--- src/vipu_defs.svh ---
/*
 * Offsets, field positions, reset values and vector addresses of the
 * vectored interrupt priority unit.
 * Assumes a 32-bit APB slave with one register per aligned word.
 */
`ifndef VIPU_DEFS_SVH
`define VIPU_DEFS_SVH

// ----------------------------------------
// Register indices (byte address = 4 x index)
// ----------------------------------------
`define VIPU_IDX_CTRL      12'hFC0
`define VIPU_IDX_EDGE      12'hFC1
`define VIPU_IDX_BANK1     12'hFC3
`define VIPU_IDX_STATUS    12'hFC4
`define VIPU_IDX_CLEAR     12'hFC5
`define VIPU_IDX_ENABLE    12'hFC6

// ----------------------------------------
// Fields and reset values
// ----------------------------------------
`define VIPU_CTRL_GIE      0
`define VIPU_BANK1_RST     8'h00
`define VIPU_EDGE_RST      8'h00
`define VIPU_NSRC          21
`define VIPU_FIRST_MASK    5
`define VIPU_NSTAT         4

// ----------------------------------------
// Vector addresses by source index
// ----------------------------------------
`define VIPU_VEC_RESET     16'h0002
`define VIPU_VEC_WDT       16'h0004
`define VIPU_VEC_POSC      16'h003A
`define VIPU_VEC_WOSC      16'h003C
`define VIPU_VEC_ILL       16'h0006
`define VIPU_VEC_T1        16'h000A
`define VIPU_VEC_T0        16'h000C
`define VIPU_VEC_RX        16'h000E
`define VIPU_VEC_TX        16'h0010
`define VIPU_VEC_ADC       16'h0016
`define VIPU_VEC_PA7       16'h0018
`define VIPU_VEC_PA6       16'h001A
`define VIPU_VEC_PA5       16'h001C
`define VIPU_VEC_PA4       16'h001E
`define VIPU_VEC_PA3       16'h0020
`define VIPU_VEC_PA2       16'h0022
`define VIPU_VEC_PA1       16'h0024
`define VIPU_VEC_PA0       16'h0026
`define VIPU_VEC_PC3       16'h0030
`define VIPU_VEC_PC2       16'h0032
`define VIPU_VEC_PC1       16'h0034

`endif

--- src/vipu_pkg.sv ---
/*
 * Types of the vectored interrupt priority unit.
 * Assumes vipu_defs.svh for the numbers.
 */
`default_nettype none

package vipu_pkg;

	// Pin inputs sampled for edge requests
	typedef struct packed {
		logic [7:0] port_a;
		logic [3:2] port_d;
		logic [3:1] port_c;
		logic       compare;
	} vipu_pins_t;

	// Trap and peripheral request pulses
	typedef struct packed {
		logic wdt;
		logic posc_fail;
		logic wosc_fail;
		logic illegal;
		logic timer1;
		logic timer0;
		logic rx;
		logic tx;
		logic adc;
	} vipu_events_t;

endpackage

`default_nettype wire

--- src/vipu_top.sv ---
/*
 * Vectored interrupt priority unit: fixed-priority trap and interrupt
 * vectors, first pending-request bank, APB register slave.
 * Assumes pins and event pulses synchronous to pclk; the core takes a
 * vector by pulsing vec_ack while vec_valid is high.
 */
// What this block does
// - Reset ranks highest, vector 0002H, treated as non-interrupt event.
// - Watchdog time-out ranks below reset, vector 0004H.
// - Primary oscillator failure is a trap below watchdog, vector 003AH.
// - Watchdog oscillator failure trap ranks next, vector 003CH.
// - Illegal instruction trap ranks below oscillator traps, vector 0006H.
// - Port A pin 7 selectable edge, vector 0018H, highest port source.
// - Pin 6 edge or comparator event requests vector 001AH.
// - Pins 5 and 4 selectable edges, vectors 001CH and 001EH.
// - Port A or D pin 3 selectable edge share vector 0020H.
// - Port A or D pin 2 selectable edge share vector 0022H.
// - Pins 1 and 0 selectable edges, vectors 0024H and 0026H.
// - Port C pins 3..1 request on both edges, 0030H, 0032H, 0034H.
// - A presented request sets its pending bit.
// - With global enable, pending requests go to the core.
// - With global enable off, only reset and traps go out; software polls.
// - Bank one: eight read/write bits at index FC3H, reset zero.
// - A one means a request awaits service; zero means none.
`include "vipu_defs.svh"
`timescale 1ns/1ns
`default_nettype none

module vipu_top #(
	parameter int NSRC = `VIPU_NSRC
) (
	input  wire logic                 pclk,
	input  wire logic                 presetn,
	input  wire logic                 psel,
	input  wire logic                 penable,
	input  wire logic                 pwrite,
	input  wire logic [15:0]          paddr,
	input  wire logic [31:0]          pwdata,
	output logic      [31:0]          prdata,
	output logic                      pready,
	output logic                      pslverr,
	input  wire vipu_pkg::vipu_pins_t   pins,
	input  wire vipu_pkg::vipu_events_t events,
	output logic                      vec_valid,
	output logic      [15:0]          vec_addr,
	input  wire logic                 vec_ack,
	output logic                      irq
);

	// ----------------------------------------
	// Vector lookup and priority encoder
	// ----------------------------------------
	function automatic logic [15:0] vec_of(input logic [4:0] i);
		case (i)
			5'h00: vec_of = `VIPU_VEC_RESET;
			5'h01: vec_of = `VIPU_VEC_WDT;
			5'h02: vec_of = `VIPU_VEC_POSC;
			5'h03: vec_of = `VIPU_VEC_WOSC;
			5'h04: vec_of = `VIPU_VEC_ILL;
			5'h05: vec_of = `VIPU_VEC_T1;
			5'h06: vec_of = `VIPU_VEC_T0;
			5'h07: vec_of = `VIPU_VEC_RX;
			5'h08: vec_of = `VIPU_VEC_TX;
			5'h09: vec_of = `VIPU_VEC_ADC;
			5'h0A: vec_of = `VIPU_VEC_PA7;
			5'h0B: vec_of = `VIPU_VEC_PA6;
			5'h0C: vec_of = `VIPU_VEC_PA5;
			5'h0D: vec_of = `VIPU_VEC_PA4;
			5'h0E: vec_of = `VIPU_VEC_PA3;
			5'h0F: vec_of = `VIPU_VEC_PA2;
			5'h10: vec_of = `VIPU_VEC_PA1;
			5'h11: vec_of = `VIPU_VEC_PA0;
			5'h12: vec_of = `VIPU_VEC_PC3;
			5'h13: vec_of = `VIPU_VEC_PC2;
			5'h14: vec_of = `VIPU_VEC_PC1;
			default: vec_of = 16'h0000;
		endcase
	endfunction

	// Lowest index wins, index order is priority order
	function automatic logic [4:0] first_of(input logic [NSRC-1:0] v);
		first_of = 5'h1F;
		for (int i = NSRC - 1; i >= 0; i--) begin
			if (v[i]) begin
				first_of = 5'(i);
			end
		end
	endfunction

	// Bank one keeps pin 7 in bit 7, yet pin 7 outranks pin 0: mirror it
	function automatic logic [7:0] rev8(input logic [7:0] v);
		for (int i = 0; i < 8; i++) begin
			rev8[i] = v[7 - i];
		end
	endfunction

	// ----------------------------------------
	// State
	// ----------------------------------------
	logic        gie_reg;
	logic [7:0]  edge_reg;
	logic [7:0]  bank1_reg;
	logic [7:0]  bank1_next;
	logic [9:0]  other_reg;
	logic [9:0]  other_next;
	logic [3:0]  status_reg;
	logic [3:0]  status_next;
	logic [3:0]  enable_reg;
	logic [12:0] prev_reg;
	logic        primed_reg;
	logic [31:0] rdata_reg;
	logic        vvalid_reg;
	logic [4:0]  vidx_reg;
	logic [15:0] vaddr_reg;

	// ----------------------------------------
	// APB decode
	// ----------------------------------------
	wire         setup   = psel & ~penable;
	wire         wr      = psel & penable & pwrite;
	wire  [11:0] idx     = paddr[13:2];
	wire         aligned = (paddr[1:0] == 2'b00) & (paddr[15:14] == 2'b00);
	wire         hit_ctl = aligned & (idx == `VIPU_IDX_CTRL);
	wire         hit_edg = aligned & (idx == `VIPU_IDX_EDGE);
	wire         hit_bk1 = aligned & (idx == `VIPU_IDX_BANK1);
	wire         hit_sts = aligned & (idx == `VIPU_IDX_STATUS);
	wire         hit_clr = aligned & (idx == `VIPU_IDX_CLEAR);
	wire         hit_ena = aligned & (idx == `VIPU_IDX_ENABLE);
	wire         mapped  = hit_ctl | hit_edg | hit_bk1 | hit_sts | hit_clr | hit_ena;

	assign pready  = 1'b1;
	assign pslverr = psel & penable & ~mapped;
	assign prdata  = rdata_reg;

	// Read mux; clear register reads as zero
	wire [31:0] rmux =
		hit_ctl ? {31'h0, gie_reg} :
		hit_edg ? {24'h0, edge_reg} :
		hit_bk1 ? {24'h0, bank1_reg} :
		hit_sts ? {28'h0, status_reg} :
		hit_ena ? {28'h0, enable_reg} : 32'h0;

	// ----------------------------------------
	// Edge detection on pins
	// ----------------------------------------
	// Port D pins share the select bits of Port A pins 3 and 2
	wire [12:0] cur = {pins.port_a, pins.port_d, pins.port_c};
	// No edges in the first cycle after reset: prev_reg holds zeros, not the pins
	wire [12:0] rise = cur & ~prev_reg & {13{primed_reg}};
	wire [12:0] fall = ~cur & prev_reg & {13{primed_reg}};
	wire [9:0]  sel = {edge_reg, edge_reg[3:2]};
	wire [9:0]  ab_hit;

	// Selectable edge per pin, rising when select is one
	genvar g;
	generate
		for (g = 0; g < 10; g++) begin : g_edge
			assign ab_hit[g] = sel[g] ? rise[g + 3] : fall[g + 3];
		end
	endgenerate

	wire [7:0] pin_set = {
		ab_hit[9],
		ab_hit[8] | pins.compare,
		ab_hit[7:6],
		ab_hit[5] | ab_hit[1],
		ab_hit[4] | ab_hit[0],
		ab_hit[3:2]
	};
	wire [2:0] pc_set = rise[2:0] | fall[2:0];

	// ----------------------------------------
	// Pending state and acknowledge clears
	// ----------------------------------------
	wire [NSRC-1:0] ack_clr = vec_ack & vvalid_reg ? (NSRC'(1) << vidx_reg) : '0;
	wire            wr_bk1  = wr & hit_bk1;

	// Hardware set wins over a software write or an acknowledge; bank one
	// is stored pin 7 high, so its acknowledge slots are mirrored
	assign bank1_next = ((wr_bk1 ? pwdata[7:0] : bank1_reg) & ~rev8(ack_clr[17:10]))
		| pin_set;
	// Slots in rank order from bit 1 up; port C pin 3 leads its group
	assign other_next = (other_reg & ~{ack_clr[20:18], ack_clr[9:3]})
		| {pc_set[0], pc_set[1], pc_set[2], events.adc, events.tx, events.rx,
		   events.timer0, events.timer1, events.illegal, 1'b0};
	// Trap slots in rank order: watchdog, primary oscillator, watchdog oscillator
	wire [2:0] trap_set = {events.wosc_fail, events.posc_fail, events.wdt};
	logic [2:0] trap_reg;
	logic       rst_pend_reg;
	wire  [2:0] trap_next = (trap_reg & ~ack_clr[3:1]) | trap_set;
	wire        rst_next  = rst_pend_reg & ~ack_clr[0];

	// Full source vector in priority order
	wire [NSRC-1:0] src = {other_next[9:7], rev8(bank1_next),
		other_next[6:1], trap_next, rst_next};
	// Traps ignore the global enable, interrupts need it
	wire [NSRC-1:0] fwd = src & {{(NSRC - `VIPU_FIRST_MASK){gie_reg}},
		{`VIPU_FIRST_MASK{1'b1}}};
	wire [4:0] win = first_of(fwd);

	// Sticky trap status, set wins over clear
	assign status_next = (status_reg & ~((wr & hit_clr) ? pwdata[3:0] : 4'h0))
		| {events.wdt, events.posc_fail, events.wosc_fail, events.illegal};

	assign vec_valid = vvalid_reg;
	assign vec_addr  = vaddr_reg;
	assign irq       = |(status_reg & enable_reg);

	// ----------------------------------------
	// Registers
	// ----------------------------------------
	// Reset request starts pending so the core first fetches its vector
	always_ff @(posedge pclk or negedge presetn) begin
		if (!presetn) begin
			rst_pend_reg <= 1'b1;
			trap_reg     <= 3'h0;
			other_reg    <= 10'h000;
			bank1_reg    <= `VIPU_BANK1_RST;
			status_reg   <= 4'h0;
			prev_reg     <= 13'h0000;
			primed_reg   <= 1'b0;
		end else begin
			rst_pend_reg <= rst_next;
			trap_reg     <= trap_next;
			other_reg    <= other_next;
			bank1_reg    <= bank1_next;
			status_reg   <= status_next;
			prev_reg     <= cur;
			primed_reg   <= 1'b1;
		end
	end

	// Software control registers
	always_ff @(posedge pclk or negedge presetn) begin
		if (!presetn) begin
			gie_reg    <= 1'b0;
			edge_reg   <= `VIPU_EDGE_RST;
			enable_reg <= 4'h0;
		end else begin
			if (wr & hit_ctl) begin
				gie_reg <= pwdata[`VIPU_CTRL_GIE];
			end
			if (wr & hit_edg) begin
				edge_reg <= pwdata[7:0];
			end
			if (wr & hit_ena) begin
				enable_reg <= pwdata[3:0];
			end
		end
	end

	// Read data captured in setup, presented in the access phase
	always_ff @(posedge pclk or negedge presetn) begin
		if (!presetn) begin
			rdata_reg <= 32'h0;
		end else if (setup) begin
			rdata_reg <= (pwrite | ~mapped) ? 32'h0 : rmux;
		end
	end

	// Vector follows the pending state of the same edge, so an ack never
	// sees a stale winner
	always_ff @(posedge pclk or negedge presetn) begin
		if (!presetn) begin
			vvalid_reg <= 1'b0;
			vidx_reg   <= 5'h00;
			vaddr_reg  <= 16'h0000;
		end else begin
			vvalid_reg <= |fwd;
			vidx_reg   <= win;
			vaddr_reg  <= vec_of(win);
		end
	end
endmodule

`default_nettype wire

--- config.mk ---
export PLATFORM = sky130hd
export DESIGN_NAME = vipu_top
export DESIGN_NICKNAME = d
export VERILOG_FILES = /design/src/vipu_pkg.sv /design/src/vipu_top.sv
export VERILOG_INCLUDE_DIRS = /design/src /design/src/src
export SDC_FILE = /design/constraint.sdc
export NUM_CORES = 1
export LEC_CHECK = 0
export ABC_CLOCK_PERIOD_IN_PS = 6400
export BUFFER_PORTS_ARGS = -buffer_cell sky130_fd_sc_hd__buf_2
export CAP_MARGIN = 20
export CELL_PAD_IN_SITES_DETAIL_PLACEMENT = 1
export CELL_PAD_IN_SITES_GLOBAL_PLACEMENT = 2
export CORE_UTILIZATION = 33
export DETAILED_ROUTE_END_ITERATION = 6
export PLACE_DENSITY_LB_ADDON = 0.1
export SYNTH_ARGS = -nofsm -noshare
export SYNTH_HDL_FRONTEND = slang
export SYNTH_SLANG_ARGS = --single-unit
--- constraint.sdc ---
create_clock -name pclk -period 6.4 [get_ports pclk]
set_input_delay 1.28 -clock pclk [delete_from_list [all_inputs] [get_ports pclk]]
set_output_delay 1.28 -clock pclk [all_outputs]
set_load 0.01 [all_outputs]
==> results.cfg <==
[hold_path]
hold_path_class = reg -> reg
holdPathStages = 2

[sta]
fmaxAchievable_mhz = 244
rsz0062_at_grt = no
finalSetupViolCount = 0
hold_viol = 0
worst_pin_slew_ps = 962
finalCriticalPeriod_ps = 4100
finalSetupTns_ps = 0
post-route-period-util = 0.640
skew_ps = 7.24
maxSlewHeadroom = 0.359
slew_violations = 0

[power_and_ir_drop]
intPower_uw = 767
leakage_uw = 0.00191
switching_share = 0.281
irDropWorstVdd_uv = 187
seq_power_share = 0.448
comb_power_share = 0.098
clockPowerShare = 0.454
switchingPower_uw = 299
powerDensity_mw_per_mm2 = 237

[cells_and_area]
syn_to_final_growth_pct = 15.5
largest_reg_flops = 13
final_cell_mix = dfrtp_1 (70), buf_2 (68), nand2_1 (37), conb_1 (37), nor2_1 (24)
stdcell_area_mm2 = 0.00450
utilization = 0.392
layout-drive-gt1-share = 0.246
layout.nets = 536
final_common_cell = dfrtp_1
diodes = 0

[routing]
firstDrtPassIters = 7
route.detailed.drc = 0
vias = 3161
routed_wl_um = 11100
vias_per_cell = 5.21
ant_nets = 0
routedWlPerCell_um = 18.3
drtIter0Drc = 168

[global_route]
grt_pass1_wl_um = 18600
grt_pass1_vias = 3395
overflow = 0
grt_max_degree = 72
antenna_found_initial = 0
grtUsageTotal = 0.195

[critical_path]
r2r_slack_ps = 3210
startpoint = paddr[1]
reg2reg_from = vidx_reg[1]$_DFF_PN0_
critPathCapture = vec_addr[1]$_DFF_PN0_
path_max_fanout = 7
reg2reg_to = vec_addr[1]$_DFF_PN0_
crit_required_ps = 6610
crit_path_end_kind = register
arrival_ps = 4310
reg2regPathDepth = 9
crit_path_start_kind = input port
critPathKind = in -> reg

[floorplanning]
placementRows = 39
fp.dieW_um = 111
core_area_mm2 = 0.0115
start_util = 0.339
dieArea_mm2 = 0.0122
io_pins = 129
die_height_um = 111

[placed_design]
place_area_mm2 = 0.00421
place_hpwl_um = 8470
gp_congestion = 0.775
port_buffers = 68

[run_status]
status = complete, no violations

[yosys]
yosys_register_bits = 71
synth_edf_count = 0
ys_top_cells_by_area = dfrtp_1 (45%), buf_4 (6.9%), mux2_2 (4.9%), nand2_1 (3.6%), o21ai_0 (2.3%)
synthArstFlopShare = 1.00
synth_area_mm2 = 0.00389
avgSynthCellArea_um2 = 9.90
synth_top_area_frac = 0.450
synthDistinctLibCells = 66
synthCells = 393
ys.flop_type = dfrtp_1
yosys.area.top_type = dfrtp_1
synth-warning-count = 0
ys_seq_area_frac = 0.457

[flow_run]
maxCapViolations = 0

[clocking]
htreeDepth = 3
clock_latency_ps = 340
cts.path.max_buffers = 2
cts_tree = yes
holdBufCountCts = 0
cts_made_buffers = 9
cts_resized = 0
clk_pin_slew_ps = 60
root_buffer = clkbuf_16
post_cts_buffers = 0
cts.sinks = 71
## power by group through the flow
stage | Combinational, uW | Clock, uW | Sequential [uW]
4_1_cts | 107 | 496 | 478
3_3_place_gp | 105 | 0 | 485
2_1_floorplan | 74.6 | 0 | 479
3_5_place_dp | 106 | 0 | 486
6_report | 105 | 484 | 478
5_1_grt | 118 | 512 | 480
## area by class of cell
cell class,instances,area (um^2)
clock inverters,7,56.3
fillers,1331,6970
clock buffers,9,225
flip-flops and latches,71,1780
multi-input cells,290,1840
inverters,17,63.8
well taps,143,179
repair buffers,70,353
## synth_stat cells, drive strengths merged, types with 8 or more instances
master,number
dfrtp,70
o21ai,23
nor2,24
nor3,8
nand4,12
clkbuf,8
mux2,17
a21oi,8
nand2,37
nand2b,9
buf,42
inv,17
## logic make-up after synthesis
group                     after synthesis  share of synthesized area
muxes                                  17                     0.0492
and+or+nand+nor                       137                      0.197
xor gates and xnor gates                5                     0.0112
AOI/OAI and AO/OA                      94                      0.180
other                                   2                    0.00193
DFF                                    71                      0.457
buffers and inverters                  67                      0.104
## metrics by stage
step,worst slack (ps),hold WS (ps),power (uW),instances
floorplan,2700,468,554,428
finish,2300,475,1070,607
CTS,2300,483,1080,606
global route,2040,513,1110,607
detailed placement,1960,469,591,590
global placement,1970,461,590,590
## routing by layer
metal,vias up,routed length [um],track usage
met1,1576,5100,0.253
li1,1504,-,-
met2,68,5490,0.326
met4,0,156,0.0596
met3,13,367,0.0395
met5,-,0,0
## how the worst min path moves through the flow
stage | slack [ps] | endpoint | from
final | 480 | prdata[3]$_DFFE_PN0P_ | prdata[3]$_DFFE_PN0P_
after global routing | 510 | prdata[3]$_DFFE_PN0P_ | prdata[3]$_DFFE_PN0P_
after CTS | 480 | prdata[4]$_DFFE_PN0P_ | prdata[4]$_DFFE_PN0P_
after detailed placement | 470 | prdata[4]$_DFFE_PN0P_ | prdata[4]$_DFFE_PN0P_
after global placement | 460 | prdata[4]$_DFFE_PN0P_ | prdata[4]$_DFFE_PN0P_
after floorplan | 470 | status_reg[3]$_DFF_PN0_ | status_reg[3]$_DFF_PN0_
## critical path, cell delays in order
cell and delay (ps):
buf_2 100, nor4_2 280, nand4_1 350, nor2_1 530
o211ai_1 340, or3_4 460, o41ai_4 480, and2_4 240
xor2_1 150, o21ai_1 80
Power figures use the tool's default switching activity.
